$ cat src/acs_pkg.sv
/*
  shared constants, state codes and helpers of the async serial channel.
  assumes: imported by acs_channel and the bench before use; acs_sync2 and acs_buf2 do not use it.
*/
`default_nettype none
package acs_pkg;
  // stop-bit field; zero means the channel is not in async mode
  localparam logic [1:0] STOP_NONE = 2'h0;
  localparam logic [1:0] STOP_ONE = 2'h1;
  localparam logic [1:0] STOP_ONE_HALF = 2'h2;
  localparam logic [1:0] STOP_TWO = 2'h3;
  // clock factor field and line-clock edges per bit cell
  localparam logic [1:0] FACT_X1 = 2'h0;
  localparam logic [1:0] FACT_X16 = 2'h1;
  localparam logic [1:0] FACT_X32 = 2'h2;
  localparam logic [1:0] FACT_X64 = 2'h3;
  localparam logic [6:0] TICKS_X1 = 7'h01;
  localparam logic [6:0] TICKS_X16 = 7'h10;
  localparam logic [6:0] TICKS_X32 = 7'h20;
  localparam logic [6:0] TICKS_X64 = 7'h40;
  // character length: field value plus the minimum
  localparam logic [3:0] BITS_MIN = 4'h5;
  localparam logic [3:0] BITS_MAX = 4'h8;
  localparam logic [1:0] ENC_NRZ = 2'h0;
  // reset levels of the line outputs
  localparam logic TXD_IDLE = 1'b1;
  localparam logic RTS_N_RST = 1'b1;
  localparam logic DTR_N_RST = 1'b1;
  // positions of the pins in the synchroniser bundle
  localparam int PIN_RXD = 0;
  localparam int PIN_RXC = 1;
  localparam int PIN_TXC = 2;
  localparam int PIN_CTS_N = 3;
  localparam int PIN_DCD_N = 4;
  localparam int PIN_SYNC = 5;
  localparam int PIN_W = 6;
  localparam logic [5:0] PINS_RST = 6'h3F;
  localparam int ENTRY_W = 10;

  typedef enum logic [2:0] {
    RX_IDLE = 3'b000, RX_START = 3'b001, RX_DATA = 3'b010,
    RX_PAR = 3'b011, RX_STOP = 3'b100, RX_BREAK = 3'b101
  } acs_rx_state_t;
  typedef enum logic [2:0] {
    TX_IDLE = 3'b000, TX_START = 3'b001, TX_DATA = 3'b010,
    TX_PAR = 3'b011, TX_STOP = 3'b100
  } acs_tx_state_t;

  function automatic logic [6:0] acs_ticks(input logic [1:0] f);
    case (f)
      FACT_X1: return TICKS_X1;
      FACT_X16: return TICKS_X16;
      FACT_X32: return TICKS_X32;
      default: return TICKS_X64;
    endcase
  endfunction

  // right-justify t assembled bits, ones above them
  function automatic logic [7:0] acs_fmt(input logic [7:0] sh,
                                         input logic [3:0] t);
    return (sh >> (BITS_MAX - t)) | (8'hFF << t);
  endfunction

  // five-bit mode: leading ones above a zero mark a shorter character
  function automatic logic [3:0] acs_lead(input logic [7:0] d);
    if (!d[7]) return 4'h5;
    if (!d[6]) return 4'h4;
    if (!d[5]) return 4'h3;
    if (!d[4]) return 4'h2;
    return 4'h1;
  endfunction
endpackage
`default_nettype wire

$ cat src/acs_sync2.sv
/*
  two-flop synchroniser for a bundle of pin levels.
  assumes: each bit is a slow level; the bundle is not a word.
*/
`timescale 1ns/10ps
`default_nettype none
module acs_sync2 #(
  parameter int W = 1,
  parameter logic [W-1:0] RST_VAL = '0
) (
  // clock and reset
  input wire logic ref_clk_in,
  input wire logic rst_in,
  // levels
  input wire logic [W-1:0] d_in,
  output logic [W-1:0] q_out
);
  typedef struct packed {
    logic [W-1:0] s1;
    logic [W-1:0] s2;
  } acs_sync_st_t;
  acs_sync_st_t st;
  acs_sync_st_t next_st;

  // first stage feeds only the second
  always_comb begin
    next_st.s1 = d_in;
    next_st.s2 = st.s1;
  end

  always_ff @(posedge ref_clk_in or posedge rst_in) begin
    if (rst_in) begin
      st <= {RST_VAL, RST_VAL};
    end else begin
      st <= next_st;
    end
  end

  assign q_out = st.s2;
endmodule
`default_nettype wire

$ cat src/acs_buf2.sv
/*
  two-entry buffer with valid and ready on both sides.
  assumes: one clock; outputs come from flops.
*/
`timescale 1ns/10ps
`default_nettype none
module acs_buf2 #(
  parameter int W = 8
) (
  // clock and reset
  input wire logic ref_clk_in,
  input wire logic rst_in,
  // filling side
  input wire logic in_valid_in,
  output logic in_ready_out,
  input wire logic [W-1:0] in_data_in,
  // draining side
  output logic out_valid_out,
  input wire logic out_ready_in,
  output logic [W-1:0] out_data_out
);
  typedef struct packed {
    logic [W-1:0] d0;
    logic [W-1:0] d1;
    logic v0;
    logic v1;
  } acs_buf_st_t;
  acs_buf_st_t st;
  acs_buf_st_t next_st;

  // pop moves the second entry up, push fills the first free one
  always_comb begin
    next_st = st;
    if (st.v0 && out_ready_in) begin
      next_st.d0 = st.d1;
      next_st.v0 = st.v1;
      next_st.v1 = 1'b0;
    end
    if (in_valid_in && !st.v1) begin
      if (!next_st.v0) begin
        next_st.d0 = in_data_in;
        next_st.v0 = 1'b1;
      end else begin
        next_st.d1 = in_data_in;
        next_st.v1 = 1'b1;
      end
    end
  end

  always_ff @(posedge ref_clk_in or posedge rst_in) begin
    if (rst_in) begin
      st <= '0;
    end else begin
      st <= next_st;
    end
  end

  assign in_ready_out = !st.v1;
  assign out_valid_out = st.v0;
  assign out_data_out = st.d0;
endmodule
`default_nettype wire

$ cat src/acs_channel.sv
/*
  async serial channel: receiver, transmitter, modem controls, status.
  assumes: option bits are steady levels on ref_clk_in; pins and the
  line clocks arrive asynchronously and are synchronised here.
*/
`timescale 1ns/10ps
`default_nettype none
module acs_channel (
  // clock and reset
  input wire logic ref_clk_in,
  input wire logic rst_in,
  // mode and option bits
  input wire logic [1:0] stop_bits_in,
  input wire logic [1:0] clk_factor_in,
  input wire logic parity_en_in,
  input wire logic parity_even_in,
  input wire logic [1:0] encoding_in,
  input wire logic [1:0] rx_bits_in,
  input wire logic rx_enable_in,
  input wire logic auto_enables_in,
  input wire logic [1:0] tx_bits_in,
  input wire logic tx_enable_in,
  input wire logic send_break_in,
  input wire logic rts_bit_in,
  input wire logic dtr_bit_in,
  input wire logic dtr_is_req_in,
  input wire logic xtal_en_in,
  input wire logic sc_int_en_in,
  input wire logic err_reset_in,
  // line pins
  input wire logic rxd_in,
  input wire logic rx_clk_pin_in,
  input wire logic tx_clk_pin_in,
  input wire logic cts_n_in,
  input wire logic dcd_n_in,
  input wire logic sync_pin_in,
  output logic txd_out,
  output logic rts_n_out,
  output logic dtr_n_out,
  // transmit data
  input wire logic [7:0] tx_data_in,
  input wire logic tx_valid_in,
  output logic tx_ready_out,
  // receive data
  output logic [7:0] rx_data_out,
  output logic rx_frame_err_out,
  output logic rx_parity_err_out,
  output logic rx_valid_out,
  input wire logic rx_ready_in,
  // status
  output logic rx_break_out,
  output logic rx_parity_latch_out,
  output logic rx_overrun_out,
  output logic special_cond_out,
  output logic sync_hunt_out,
  output logic dcd_out,
  output logic cts_out,
  output logic all_sent_out,
  output logic encoding_fault_out
);
  import acs_pkg::*;

  typedef struct packed {
    acs_rx_state_t rs;
    logic [6:0] rcnt;
    logic [3:0] rbit;
    logic [7:0] rsh;
    logic rpar;
    logic rone;
    logic rxr;
    logic rxc_d;
    logic txc_d;
    acs_tx_state_t ts;
    logic [7:0] tcnt;
    logic [3:0] tbit;
    logic [3:0] tnb;
    logic [7:0] tsh;
    logic tpar;
    logic hold_v;
    logic rdy;
    logic [7:0] hold_d;
    logic tbrk;
    logic tlvl;
    logic txo;
    logic rts_n;
    logic dtr_n;
    logic rbrk;
    logic perr;
    logic ovr;
    logic hunt;
    logic dcd;
    logic cts;
    logic sent;
    logic encf;
    logic spc;
    logic push_v;
    logic [9:0] push_d;
  } acs_chan_st_t;

  acs_chan_st_t st;
  acs_chan_st_t next_st;
  logic [PIN_W-1:0] pins;
  logic buf_ready;
  logic [9:0] buf_data;
  logic buf_valid;
  logic rtick;
  logic ttick;
  logic rsamp;
  logic tedge;
  logic async_on;
  logic rx_on;
  logic tx_on;
  logic [6:0] nt;
  logic [7:0] stop_len;
  logic [3:0] rnb;
  logic [3:0] rt;
  logic rperr;
  logic [3:0] lnb;

  // pins cross into the ref clock domain
  acs_sync2 #(.W(PIN_W), .RST_VAL(PINS_RST)) u_sync (
    .ref_clk_in(ref_clk_in),
    .rst_in(rst_in),
    .d_in({sync_pin_in, dcd_n_in, cts_n_in, tx_clk_pin_in,
           rx_clk_pin_in, rxd_in}),
    .q_out(pins)
  );

  // receive characters wait here; the reader may stall
  acs_buf2 #(.W(ENTRY_W)) u_rxbuf (
    .ref_clk_in(ref_clk_in),
    .rst_in(rst_in),
    .in_valid_in(st.push_v),
    .in_ready_out(buf_ready),
    .in_data_in(st.push_d),
    .out_valid_out(buf_valid),
    .out_ready_in(rx_ready_in),
    .out_data_out(buf_data)
  );

  // next state of the whole channel
  always_comb begin
    next_st = st;
    rtick = pins[PIN_RXC] && !st.rxc_d;
    ttick = pins[PIN_TXC] && !st.txc_d;
    nt = acs_ticks(clk_factor_in);
    async_on = stop_bits_in != STOP_NONE;
    rx_on = async_on && rx_enable_in
            && !(auto_enables_in && pins[PIN_DCD_N]);
    tx_on = async_on && tx_enable_in
            && !(auto_enables_in && pins[PIN_CTS_N]);
    rnb = BITS_MIN + {2'h0, rx_bits_in};
    rt = rnb + {3'h0, parity_en_in && (rnb < BITS_MAX)};
    rsamp = rtick && (st.rcnt == 7'h00);
    tedge = ttick && (st.ts == TX_IDLE || st.tcnt == 8'h00);
    rperr = parity_en_in && (st.rxr ^ st.rpar ^ !parity_even_in);
    lnb = acs_lead(st.hold_d);
    // x1 with one-and-a-half falls back to one cell
    case (stop_bits_in)
      STOP_ONE_HALF: stop_len = {1'b0, nt} + {2'h0, nt[6:1]};
      STOP_TWO: stop_len = {nt, 1'b0};
      default: stop_len = {1'b0, nt};
    endcase
    next_st.rxc_d = pins[PIN_RXC];
    next_st.txc_d = pins[PIN_TXC];
    next_st.push_v = 1'b0;

    // receiver
    if (!rx_on) begin
      next_st.rs = RX_IDLE;
    end else begin
      unique case (st.rs)
        RX_IDLE: begin
          if (rtick && !pins[PIN_RXD]) begin
            next_st.rbit = 4'h0;
            next_st.rone = 1'b0;
            next_st.rxr = 1'b0;
            next_st.rpar = 1'b0;
            next_st.rsh = 8'h00;
            // x1: bits are already aligned outside
            next_st.rs = (nt == TICKS_X1) ? RX_DATA : RX_START;
            next_st.rcnt = (nt == TICKS_X1) ? 7'h00 : (nt >> 1) - 7'h01;
          end
        end
        RX_START: begin
          if (rsamp) begin
            next_st.rs = pins[PIN_RXD] ? RX_IDLE : RX_DATA;
            next_st.rcnt = nt - 7'h01;
          end else if (rtick) begin
            next_st.rcnt = st.rcnt - 7'h01;
          end
        end
        RX_DATA, RX_PAR: begin
          if (rsamp) begin
            next_st.rcnt = nt - 7'h01;
            if (st.rs == RX_DATA || rnb < BITS_MAX) begin
              next_st.rsh = {pins[PIN_RXD], st.rsh[7:1]};
            end
            if (st.rs == RX_PAR) begin
              next_st.rpar = pins[PIN_RXD];
              next_st.rs = RX_STOP;
            end else begin
              next_st.rone = st.rone | pins[PIN_RXD];
              next_st.rxr = st.rxr ^ pins[PIN_RXD];
              next_st.rbit = st.rbit + 4'h1;
              if (st.rbit + 4'h1 == rnb) begin
                next_st.rs = parity_en_in ? RX_PAR : RX_STOP;
              end
            end
          end else if (rtick) begin
            next_st.rcnt = st.rcnt - 7'h01;
          end
        end
        RX_STOP: begin
          if (rsamp) begin
            next_st.rs = RX_IDLE;
            if (!pins[PIN_RXD] && !st.rone) begin
              next_st.rbrk = 1'b1;
              next_st.rs = RX_BREAK;
            end else begin
              next_st.push_v = 1'b1;
              // framing error sampled once, stored with data
              next_st.push_d = {rperr, !pins[PIN_RXD],
                                acs_fmt(st.rsh, rt)};
            end
          end else if (rtick) begin
            next_st.rcnt = st.rcnt - 7'h01;
          end
        end
        RX_BREAK: begin
          if (pins[PIN_RXD]) begin
            next_st.rbrk = 1'b0;
            next_st.rs = RX_IDLE;
            next_st.push_v = 1'b1;
            // the left-over null
            next_st.push_d = {parity_en_in && !parity_even_in, 1'b0,
                              acs_fmt(8'h00, rt)};
          end
        end
        default: next_st.rs = RX_IDLE;
      endcase
    end

    // error flags: a set in the clearing cycle wins
    if (err_reset_in) begin
      next_st.perr = 1'b0;
      next_st.ovr = 1'b0;
    end
    if (st.push_v && st.push_d[9]) begin
      next_st.perr = 1'b1;
    end
    if (st.push_v && !buf_ready) begin
      next_st.ovr = 1'b1;
    end
    next_st.spc = buf_valid && (buf_data[8]
                  || (st.perr && sc_int_en_in));

    // transmit holding register
    if (tx_valid_in && !st.hold_v) begin
      next_st.hold_v = 1'b1;
      next_st.hold_d = tx_data_in;
    end

    // break follows the bit at cell boundaries only
    if (tedge) begin
      next_st.tbrk = send_break_in;
    end

    // transmitter
    if (!async_on) begin
      next_st.ts = TX_IDLE;
      next_st.tlvl = TXD_IDLE;
    end else if (ttick) begin
      unique case (st.ts)
        TX_IDLE: begin
        end
        TX_START, TX_DATA: begin
          if (st.tcnt == 8'h00) begin
            next_st.tcnt = {1'b0, nt} - 8'h01;
            if (st.ts == TX_DATA && st.tbit == st.tnb) begin
              next_st.ts = parity_en_in ? TX_PAR : TX_STOP;
              next_st.tlvl = parity_en_in ? st.tpar : 1'b1;
              if (!parity_en_in) begin
                next_st.tcnt = stop_len - 8'h01;
              end
            end else begin
              next_st.ts = TX_DATA;
              next_st.tlvl = st.tsh[0];
              next_st.tsh = {1'b1, st.tsh[7:1]};
              next_st.tbit = st.tbit + 4'h1;
            end
          end else begin
            next_st.tcnt = st.tcnt - 8'h01;
          end
        end
        TX_PAR: begin
          if (st.tcnt == 8'h00) begin
            next_st.ts = TX_STOP;
            next_st.tlvl = 1'b1;
            next_st.tcnt = stop_len - 8'h01;
          end else begin
            next_st.tcnt = st.tcnt - 8'h01;
          end
        end
        TX_STOP: begin
          if (st.tcnt == 8'h00) begin
            next_st.ts = TX_IDLE;
          end else begin
            next_st.tcnt = st.tcnt - 8'h01;
          end
        end
        default: next_st.ts = TX_IDLE;
      endcase
      // a new character starts on a cell boundary, back to back allowed
      if (tedge && (st.ts == TX_IDLE || st.ts == TX_STOP)
          && st.hold_v && tx_on) begin
        next_st.ts = TX_START;
        next_st.tlvl = 1'b0;
        next_st.tcnt = {1'b0, nt} - 8'h01;
        next_st.tbit = 4'h0;
        next_st.tsh = st.hold_d;
        next_st.hold_v = 1'b0;
        next_st.tnb = (tx_bits_in == 2'h0) ? lnb
                      : BITS_MIN + {2'h0, tx_bits_in};
        next_st.tpar = ^(st.hold_d & ~(8'hFF << next_st.tnb))
                       ^ !parity_even_in;
      end
    end
    next_st.txo = next_st.tlvl && !next_st.tbrk;

    // status and modem lines
    next_st.sent = (next_st.ts == TX_IDLE) && !next_st.hold_v;
    next_st.rdy = !next_st.hold_v;
    next_st.rts_n = rts_bit_in ? 1'b0
                    : (auto_enables_in ? (st.rts_n | next_st.sent)
                       : 1'b1);
    next_st.dtr_n = dtr_is_req_in ? DTR_N_RST : !dtr_bit_in;
    next_st.hunt = xtal_en_in ? 1'b0 : pins[PIN_SYNC];
    next_st.dcd = !pins[PIN_DCD_N];
    next_st.cts = !pins[PIN_CTS_N];
    next_st.encf = (encoding_in != ENC_NRZ)
                   && (clk_factor_in != FACT_X1);
  end

  always_ff @(posedge ref_clk_in or posedge rst_in) begin
    if (rst_in) begin
      st <= '0;
      st.tlvl <= TXD_IDLE;
      st.txo <= TXD_IDLE;
      st.rts_n <= RTS_N_RST;
      st.dtr_n <= DTR_N_RST;
      st.sent <= 1'b1;
      st.rdy <= 1'b1;
      // edge detectors start at the synced clocks' reset level: no false tick
      st.rxc_d <= PINS_RST[PIN_RXC];
      st.txc_d <= PINS_RST[PIN_TXC];
    end else begin
      st <= next_st;
    end
  end

  // outputs, each from a flop
  assign txd_out = st.txo;
  assign rts_n_out = st.rts_n;
  assign dtr_n_out = st.dtr_n;
  assign tx_ready_out = st.rdy;
  assign rx_data_out = buf_data[7:0];
  assign rx_frame_err_out = buf_data[8];
  assign rx_parity_err_out = buf_data[9];
  assign rx_valid_out = buf_valid;
  assign rx_break_out = st.rbrk;
  assign rx_parity_latch_out = st.perr;
  assign rx_overrun_out = st.ovr;
  assign special_cond_out = st.spc;
  assign sync_hunt_out = st.hunt;
  assign dcd_out = st.dcd;
  assign cts_out = st.cts;
  assign all_sent_out = st.sent;
  assign encoding_fault_out = st.encf;
endmodule
`default_nettype wire

$ cat config.mk
export PLATFORM = sky130hd
export DESIGN_NAME = acs_channel
export DESIGN_NICKNAME = d
export VERILOG_FILES = /design/src/acs_pkg.sv /design/src/acs_sync2.sv /design/src/acs_buf2.sv /design/src/acs_channel.sv
export SDC_FILE = /design/constraint.sdc
export NUM_CORES = 1
export LEC_CHECK = 0
export BUFFER_PORTS_ARGS = -buffer_cell sky130_fd_sc_hd__buf_4
export CAP_MARGIN = 0
export CELL_PAD_IN_SITES_DETAIL_PLACEMENT = 1
export CELL_PAD_IN_SITES_GLOBAL_PLACEMENT = 2
export CORE_MARGIN = 2
export CORE_UTILIZATION = 25
export CTS_BUF_LIST = sky130_fd_sc_hd__clkbuf_16
export CTS_CLUSTER_SIZE = 28
export DETAILED_ROUTE_END_ITERATION = 10
export PLACE_DENSITY_LB_ADDON = 0.15
export SYNTH_ARGS = -nofsm -noshare
export SYNTH_HDL_FRONTEND = slang
export SYNTH_SLANG_ARGS = --single-unit
$ cat constraint.sdc
create_clock -name ref_clk_in -period 6.9 [get_ports ref_clk_in]
set_input_delay 1.725 -clock ref_clk_in [delete_from_list [all_inputs] [get_ports ref_clk_in]]
set_output_delay 1.725 -clock ref_clk_in [all_outputs]
set_load 0.02 [all_outputs]
After elaboration in Yosys (flattened, before gate mapping):

Index checks and enable logic that the tools add are counted.

* register bits: 124
* input port bits: 40

* equal/unequal tests: 34
* $lt $le $gt $ge: 1
* multiplexer cells: 97
* reduce and logical (&&, ||, !) cells: 80
* bitwise logic cells: 10
* add/sub/neg operators: 13
* shifts and indexed selects: 4

Operators with widths (number)
* $mux W8: 9
* $mux W29: 2
* $mux W4: 13
* $mux W11: 4
* $mux W3: 14
* $pmux W7 S3: 2
* $mux W1: 30
* $mux W10: 3
* $pmux W15 S2: 1
* $reduce_and A5 Y1: 6
* $logic_and A1 B1 Y1: 29
* $mux W7: 4
* $mux W25: 1
* $pmux W8 S3: 1
* $mux W22: 1
* $pmux W11 S2: 1
* $ne A2 B2 Y1 const B: 9
* $reduce_bool A2 Y1: 9
* $or A8 B8 Y8: 2
* $pmux W8 S2: 1
* $shl A8 B4 Y8 const A: 2
* $sub A8 B1 Y8 const B: 2
* $mux W15: 1
* $pmux W3 S5: 1
* 44 further kinds: 91

Logic depth before layout (Yosys ltp):

Gate-level depths: netlist of run 1.

* depth in word-level cells: 25
* mapped depth: 15
* depth with buffers taken out: 14

Hierarchy:

A second synthesis of run 1 with hierarchy kept.

* cell total of the unflattened synthesis: 741
* area, all modules: 7180.6 sq um

Modules (own cells, without submodules)
* acs_channel: cells an instance 653, times used 1, sequential area each 2262.2 sq um, area each 5743.0 sq um
* acs_buf2: cells an instance 75, times used 1, sequential area each 550.5 sq um, area each 1118.6 sq um
* acs_sync2: cells an instance 13, times used 1, sequential area each 315.3 sq um, area each 319.1 sq um

Worst setup path after synthesis of run 1:

No wires, ideal clock.

* path type: input port to flip-flop
* start: input rx_bits_in[0]
* end: register st[0] in the netlist's numbering
* path buffers: 1
* stages: 15
* setup slack: 2.468 ns
* data required time: 6.768 ns
* data arrival time: 4.300 ns
* cells stage by stage: ha_1 > nor2b_1 > ha_1 > inv_1 > fa_1 > inv_1 > ha_1 > clkbuf_1 > mux2_2 > nor2_1 > a21oi_1 > mux2i_1 > nor2_1 > a31oi_1 > o21ai_1

* cells in the longest elaborated chain, start to end: 10
* elaborated cells between the ends (all ways): 14
* those cells by class: add/sub: 3; order compare: 1; shift: 3; mux: 4; bitwise: 2; reduce/logical: 1

RTL lines
* start: declaration: RTL line acs_channel.sv:18 `input wire logic [1:0] rx_bits_in,`
* $add A3 B2 Y4 *: RTL line acs_channel.sv:152 `rnb = BITS_MIN + {2'h0, rx_bits_in};`
* $lt A4 B4 Y1: RTL line acs_channel.sv:153 `rt = rnb + {3'h0, parity_en_in && (rnb < BITS_MAX)};`
* $logic_and A1 B1 Y1: RTL line acs_channel.sv:153
* $add A4 B1 Y4 *: RTL line acs_channel.sv:153
* $sub A4 B4 Y4: RTL line acs_pkg.sv:61 `return (sh >> (BITS_MAX - t)) | (8'hFF << t);`
* $shr A8 B4 Y8: RTL line acs_pkg.sv:61
* $or A8 B8 Y8: RTL line acs_pkg.sv:61
* $mux W11: RTL line acs_channel.sv:217 `if (!pins[PIN_RXD] && !st.rone) begin`
* $mux W11: RTL line acs_channel.sv:215 `if (rsamp) begin`
* $pmux W11 S2 *: RTL line acs_channel.sv:172 `unique case (st.rs)`
* end signal: assignment: RTL line acs_channel.sv:358 `st <= next_st;`
* end: declaration: RTL line acs_channel.sv:100 `acs_chan_st_t st;`

Every way passes the cells marked *; elsewhere a longest branch is shown, timed or not. The select of a mux whose other input is x is not followed.
A chain may end at the register's enable or synchronous reset.

Worst setup path after layout of run 1:

Ends and elaborated chain as after synthesis.

==> results.md, run 1 <==
| Metric | Reported |
|---|---|
| Run status | completed |
| Vias per inst | 4.82 |
| Half-perimeter wire length of the detailed placement result | 14.3 mm |
| Post-layout worst setup margin | 2.57 ns |
| Max-slew violation count | 0 |
| CP Launch Type | primary input |
| Capture instance of the worst register-to-register path | st[51] |
| Timing endpoint of the critical path | st[0] |
| Type of destination of the critical path | flip-flop |
| Routed wire length per instance | 16.6 um |
| Max clock buf depth | 2 |
| TritonCTS clock tree | built |
| Clock latency of the later-clocked register in the worst-skew pair | 0.42 ns |
| Global-route congestion overflow total | 0 |
| Ports | 64 |
| Area fraction in compound gates after synthesis | 17.8% |
| Commonest non-fill, non-tap cell in the layout | dfrtp_1 |
| Post-route antenna net violation count | 0 |
| Internal power summed over all cells | 1720 uW |
| Most used flip-flop cell after synthesis | dfrtp_1 |
| Number of antenna violations at the first check in global routing | 0 |
| Power density over the cells | 294 nW/um^2 |
| Starting density of the core | 25.2% |
| Final hold violation count | 0 |
| Logic depth of the worst register-to-register path | 9 |
| Fraction of power consumed by the clock network | 38.3% |
| Critical Path Start | rx_bits_in[0] |
| TritonCTS Buffers | 17 |
| Fraction of the cycle the final worst path needs | 62.7% |
| Via count of the first global-routing pass | 6387 |
| Number of input and output port buffers inserted | 63 |
| Data arrival time at the worst-slack endpoint | 4.59 ns |
| Slew headroom | 26.2% |
| Number of flops mapped to enable cells by yosys | 0 |
| Fin cells | 1208 |
| H-tree lvl count | 4 |
| Max IR drop VDD | 163 uV |
| Placed Instances | 1176 |
| Post-synthesis sequential element count | 124 |
| Highest-count cells in the layout ignoring fill and taps | dfrtp_1 (104), nand2_1 (83), nor2_1 (79), buf_4 (64), a21oi_1 (55) |
| GPL Wtd Cong | 0.795 |
| Via Count | 5828 |
| Area grow syn2layout | 19.1% |
| Worst-path clk slew | 0.06 ns |
| Layout Nets | 874 |
| Synthesized netlist net count | 835 |
| Slew at the pin closest to its max-slew limit | 1.10 ns |
| Type of the most critical hold path | reg2reg |
| Adder and majority gate portion of the synthesized area | 4.10% |
| Post-Synthesis Cell Area | 7200 sq um |
| Count of standard-cell rows | 62 |
| Type of the worst setup path | in2reg |
| Pre-CTS setup slack | 2.14 ns |
| Number of setup buffers added after CTS | 0 |
| Sequential share of the synthesized area | 43.4% |
| Quantity of hold-fixing buffers added after cts | 0 |
| Count of distinct cell types in the synthesized netlist | 88 |
| Launching point of the worst reg2reg path | st[52] |
| Fraction of power consumed by combinational cells | 22.4% |
| Register share of total power | 39.3% |
| Routed WL | 20.0 mm |
| Peak Freq | 231 MHz |
| R2R setup slack | 3.71 ns |
| Number of antenna diodes | 0 |
| Switching power | 799 uW |
| P_leak | 0.00380 uW |
| Number of sinks driven by the clock tree | 124 |
| Simple-gate share of the synthesized area | 18.7% |
| Setup violation total in the final timing report | 0 |
| Final critical delay including setup and external delays | 4.33 ns |
| Total of warnings raised by yosys | 0 |
| Synthesized area divided by synthesized cell count | 9.33 sq um |
| Critical-path maximum fanout | 9 |
| Share of final-layout standard cells stronger than drive strength 1 | 19.7% |
| Switching share of power | 31.7% |
| Clock Skew | 0.0151 ns |
| Proportion of synthesized area in mux cells | 8.63% |
| Overall Global Routing Usage | 13.8% |
| Gate count of the mapped netlist | 772 |
| Global-route wire length before repair | 33.6 mm |
| Final total negative setup slack | 0 ns |
| Maximum number of pins on one net before global-route repair | 76 |
| Async S/R FF share, synth | 100% |
| Max-capacitance violation count | 0 |
| Width of the die | 174 um |
| Root Buffer Master | clkbuf_16 |
| Setup repair after global routing missed its margin | false |
| Req. time, crit path | 7.16 ns |
| Main combinational cell family by area after synthesis | simple AND/OR/NAND/NOR gates |
| Post-synthesis xor/xnor area fraction | 2.55% |
| Vertical extent of the die | 174 um |
| Drc violations | 0 |
| Post-CTS sizing | 0 |
| Die area | 30200 sq um |
| Core area | 28500 sq um |
| DRT Pass-1 Iters | 4 |
| DRT iter0 DRCs | 184 |
## through the flow
stage	utilization (%)	cell area (sq um)	hold WS (ns)	total power, uW
finish	30.0	8580	0.355	2520
global route	30.0	8580	0.362	2670
CTS	30.0	8580	0.358	2560
global placement	27.9	7960	0.346	1550
floorplan	-	7200	0.345	1400
detailed placement	27.9	7960	0.348	1570
## logic make-up after synthesis
group	after synthesis
adder cells (fa/ha/maj)	23
multiplexers	56
AND/OR/NAND/NOR	269
AO/OA/AOI/OAI	201
buffers and inverters	78
XOR/XNOR	21
flip-flops	124
## cells in the mapped netlist (3+ instances only)
library cell  count  area, sq um
nor3_1           15         75.1
a21oi_1          55          275
buf_1             4         15.0
nand2b_1         13         81.3
o22a_1            3         26.3
mux2i_1          34          340
xor2_1           12          105
a31oi_1           8         50.1
dfstp_2          20          526
a311oi_1          3         26.3
inv_1            34          128
a211oi_1          6         45.0
a211o_1           3         26.3
ha_1             22          275
buf_2             9         45.0
or3_1             8         50.1
o21a_1            3         22.5
nand3_1          12         60.1
nand4_1           3         18.8
buf_4             9         67.6
and3_1            4         25.0
xnor2_1           9         78.8
mux2_2           19          214
dfrtp_1         104         2600
a2bb2oi_1         3         26.3
or2_2             7         43.8
nand2_1          83          312
clkbuf_1         21         78.8
nor3b_1           3         22.5
o31ai_1           9         67.6
a21o_1            8         60.1
and3b_1           3         26.3
nor2b_1          13         81.3
a22oi_1           5         37.5
o22ai_1           5         31.3
mux4_2            3         67.6
o21ai_0          51          255
nor2_1           79          297
o21ai_1           9         45.0
## state kept, by name (all words and copies together) (netlist names)
signal / count
u_sync.q_out: 6
rx_break_out: 1
u_sync.next_st: 6
cts_out: 1
rx_parity_latch_out: 1
rx_overrun_out: 1
st: 77
dcd_out: 1
u_rxbuf.out_data_out: 10
u_rxbuf.st: 11
special_cond_out: 1
all_sent_out: 1
dtr_n_out: 1
txd_out: 1
encoding_fault_out: 1
u_rxbuf.out_valid_out: 1
sync_hunt_out: 1
tx_ready_out: 1
rts_n_out: 1
## power groups by stage
stage / registers (uW) / logic, uW / clock network, uW
after CTS: 991 / 577 / 998
after floorplan: 949 / 454 / 0
final: 989 / 565 / 964
after detailed placement: 1000 / 571 / 0
after global routing: 1010 / 637 / 1030
after global placement: 997 / 556 / 0
## final cells by class
type	instances	area (sq um)
Clock buffer	17	425
Clock inverter	15	194
Fill cell	3364	20000
Inverter	34	133
Multi-Input combinational cell	570	3730
Sequential cell	124	3130
Tap cell	384	480
Timing Repair Buffer	64	480
## layer usage
layer / share of wire, % / track usage (%)
met4: 0.94 / 3.57
met5: 0 / 0
met1: 45 / 16.8
met2: 52 / 25.0
met3: 2.0 / 2.54
## how the worst min path moves through the flow
stage / from / end / slack (ns) / cells past startpoint
after CTS: u_sync.next_st[2] / u_sync.q_out[2] / 0.36 / 0
after global routing: u_sync.next_st[0] / u_sync.q_out[0] / 0.36 / 0
final: u_sync.next_st[2] / u_sync.q_out[2] / 0.36 / 0
after floorplan: u_sync.next_st[0] / u_sync.q_out[0] / 0.35 / 0
after global placement: u_sync.next_st[4] / u_sync.q_out[4] / 0.35 / 0
after detailed placement: u_sync.next_st[2] / u_sync.q_out[2] / 0.35 / 0
## critical path: stages
cell     delay (ns)
buf_4          0.13
ha_1           0.25
nor2b_1        0.15
ha_1           0.16
inv_1          0.05
fa_1           0.56
inv_1          0.06
ha_1           0.50
mux2_2         0.39
nor2_1         0.09
a21oi_1        0.07
mux2i_1        0.17
nor2_1         0.06
a31oi_1        0.15
o21ai_1        0.07
Note: power is estimated with default switching activity, not from simulation.
==> inputs of run 2 (changes only) <==
--- a/config.mk
+++ b/config.mk
@@ -5,6 +5,7 @@
 export SDC_FILE = /design/constraint.sdc
 export NUM_CORES = 1
 export LEC_CHECK = 0
+export ABC_AREA = 1
 export BUFFER_PORTS_ARGS = -buffer_cell sky130_fd_sc_hd__buf_4
 export CAP_MARGIN = 0
 export CELL_PAD_IN_SITES_DETAIL_PLACEMENT = 1
==> constraint.sdc (replaced) <==
create_clock -name ref_clk_in -period 3.7 [get_ports ref_clk_in]
set_input_delay 0.925 -clock ref_clk_in [delete_from_list [all_inputs] [get_ports ref_clk_in]]
set_output_delay 0.925 -clock ref_clk_in [all_outputs]
set_load 0.02 [all_outputs]
==> run 2 against run 1 <==
Against the previous run:
- flip-flop and latch count is the same
- non-clock buffer count grew 5
- register-to-register slack lost 2.9 ns
- power grew 110%
- clock skew shrank 0.00077 ns
- critical endpoint unchanged
- count of clock-buffer cells in the layout is the same
- die area shrank 0.42%
- global-route usage grew 0.053 points
- sequential share of layout area shrank 0.47 points
- highest routed layer unchanged
- sequential power grew 92%
- final area grew 1.3%
- critical path type unchanged
==> results.md, run 2 <==
| Metric | Reported |
|---|---|
| Synthesized netlist net count | 985 |
| Number of setup buffers added after CTS | 0 |
| Largest reg by FF count | st |
| Drc violations | 0 |
| P_leak | 0.00417 uW |
| Number of antenna violations at the first check in global routing | 0 |
| GPL Wtd Cong | 0.779 |
| Fraction of the cycle the final worst path needs | 84.4% |
| Clock Skew | 0.0143 ns |
| Post-route antenna net violation count | 0 |
| Req. time, crit path | 4.04 ns |
| Post-synthesis sequential element count | 124 |
| Peak Freq | 320 MHz |
| Overall Global Routing Usage | 13.8% |
| Highest-count cells in the layout ignoring fill and taps | nand2_1 (233), inv_1 (130), dfrtp_1 (104), o21ai_0 (74), nor2_1 (71) |
| Clock latency of the later-clocked register in the worst-skew pair | 0.42 ns |
| H-tree lvl count | 4 |
| Half-perimeter wire length of the detailed placement result | 14.9 mm |
| TritonCTS Buffers | 17 |
| Setup repair after global routing missed its margin | false |
| Count of distinct cell types in the synthesized netlist | 54 |
| Number of flops mapped to enable cells by yosys | 0 |
| Number of sinks driven by the clock tree | 124 |
| Flip-flop count of the largest register after layout | 77 |
| Longest individual stage delay on the worst path | 0.53 ns |
| Critical-path maximum fanout | 8 |
| Max-capacitance violation count | 0 |
| Cells taking the most area after synthesis | dfrtp_1 (36%), nand2_1 (12%), dfstp_2 (7.3%) |
| Min-Delay Startpoint | u_sync.next_st[1] |
| Post-layout worst setup margin | 0.577 ns |
| Critical Path, Cell by Cell | buf_4, ha_1, nor2_1, ha_1, inv_1, fa_1, inv_1, ha_1, inv_1, o21ai_0, o211ai_1, o21ai_0, o22ai_1, nand2_1, o21ai_1 |
| Routed wire length per instance | 14.3 um |
| Width of the die | 173 um |
| Vertical extent of the die | 173 um |
| Most frequent cells after synthesis | nand2_1 (233), inv_1 (131), dfrtp_1 (104) |
| Share of Yosys cell area claimed by the top area cell type | 36.3% |
| Data arrival time at the worst-slack endpoint | 3.47 ns |
| Critical path buffer and inverter count | 4 |
| Internal power summed over all cells | 3400 uW |
| Number of fillers in the final layout | 3463 |
| Worst-path clk slew | 0.06 ns |
| Layout Nets | 1050 |
| Hold WS | 0.354 ns |
| Type of the most critical hold path | reg2reg |
| Run status | completed |
| Leading cell type by number of instances after synthesis | nand2_1 |
| DRT iter0 DRCs | 282 |
| Final hold violation count | 0 |
| Slowest stage cell, crit path | fa_1 |
| Final critical delay including setup and external delays | 3.12 ns |
| Via Count | 6104 |
| Pre-CTS setup slack | 0.122 ns |
| Slew headroom | 49.3% |
| DRT Pass-1 Iters | 4 |
| Setup violation total in the final timing report | 0 |
| Via count of the first global-routing pass | 6451 |
| Routed WL | 19.8 mm |
| Global-route wire length before repair | 33.7 mm |
| Core area | 28500 sq um |
| Power density over the cells | 595 nW/um^2 |
| Async S/R FF share, synth | 100% |
| Count of standard-cell rows | 62 |
| TritonCTS clock tree | built |
| Total of warnings raised by yosys | 0 |
| Launching point of the worst reg2reg path | st[52] |
| Starting density of the core | 25.2% |
| Vias per inst | 4.41 |
| Synthesized area divided by synthesized cell count | 7.78 sq um |
| Number of antenna diodes | 0 |
| Design Area, Final | 8690 sq um |
| Commonest non-fill, non-tap cell in the layout | nand2_1 |
| Register share of total power | 36.8% |
| Ports | 64 |
| Post-Synthesis Cell Area | 7170 sq um |
| Fraction of power consumed by the clock network | 36.3% |
| Cell family with the largest share of critical-path delay | adder cells |
| Root Buffer Master | clkbuf_16 |
| Fraction of power consumed by combinational cells | 27.0% |
| Type of destination of the critical path | flip-flop |
| Maximum number of pins on one net before global-route repair | 61 |
| Max clock buf depth | 2 |
| CP Launch Type | primary input |
| Quantity of hold-fixing buffers added after cts | 0 |
| Die area | 30100 sq um |
| Most used flip-flop cell after synthesis | dfrtp_1 |
| Global-route congestion overflow total | 0 |
| Max-slew violation count | 0 |
| Number of input and output port buffers inserted | 63 |
| Post-CTS sizing | 0 |
| Critical Path Start | rx_bits_in[0] |
| Cell type with the largest total area after synthesis | dfrtp_1 |
| Slew at the pin closest to its max-slew limit | 0.760 ns |
| Switching power | 1780 uW |
| Type of the worst setup path | in2reg |
| Final total negative setup slack | 0 ns |
| Area grow syn2layout | 21.1% |
| Placed cell areas | 8040 sq um |
| Total Power Consumption | 5170 uW |
| Switching share of power | 34.3% |
| Sequential share of the synthesized area | 43.6% |
| Max IR drop VDD | 211 uV |
| Gate count of the mapped netlist | 922 |
| Share of final-layout standard cells stronger than drive strength 1 | 18.0% |
-- run 2: layout make-up --
cell class / instances / area (sq um) / share of cell area (%)
multi-input combinational: 623 / 3320 / 38.2
sequential: 124 / 3130 / 36.0
inverter: 152 / 574 / 6.61
timing repair buffer: 69 / 543 / 6.25
tap: 384 / 480 / 5.53
clock buffer: 17 / 425 / 4.90
clock inverter: 14 / 219 / 2.52
-- run 2: final timing paths --
path | endpoint | slack, ns | cells after the start
worst max-delay path | st[0] | 0.58 | 15
worst min-delay path | u_sync.q_out[1] | 0.35 | 0
worst max register to register | st[39] | 0.86 | 10
worst min register to register | u_sync.q_out[1] | 0.35 | 0
max in group asynchronous | u_sync.q_out[0] | 2.33 | 3
min in group asynchronous | st[80] | 0.61 | 2
-- run 2: metrics by stage --
stage / util [%] / cells
floorplan: - / 922
global placement: 28.3 / 1352
detailed placement: 28.3 / 1352
CTS: 30.5 / 1383
global route: 30.5 / 1383
finish: 30.5 / 1383
-- run 2: logic make-up (layout without fill, tap and decap cells) --
logic type	Yosys count	after routing	share of synthesized area, %
mux	7	7	1.05
fa+ha+maj	23	23	4.12
compound gates	174	174	14.5
xor+xnor	19	19	2.43
buf+inv	175	252	10.1
flops	124	124	43.6
simple gates	400	400	24.2
-- run 2: metal layers --
metal	track usage (%)	vias to the layer above	share of wire, %
li1	-	3107	-
met1	18.2	2884	48
met2	23.3	91	48
met3	2.50	22	2.8
met4	4.03	0	1.3
met5	0	-	0
-- run 2: worst register-to-register path: stages (launching register included) --
cell and delay (ns):
dfrtp_1 0.38, inv_1 0.10, ha_1 0.22, nand3_2 0.21
nor2_4 0.39, nand3_2 0.16, nor3b_4 0.30, or2_1 0.65
nand2_1 0.18, o21ai_2 0.09, inv_1 0.05
-- run 2: power groups by stage --
stage	clock network [uW]	registers (uW)	logic (uW)
floorplan	0	1870	1070
CTS	1950	1910	1430
global route	1990	1950	1630
finish	1880	1900	1400
global placement	0	1920	1410
detailed placement	0	1930	1420
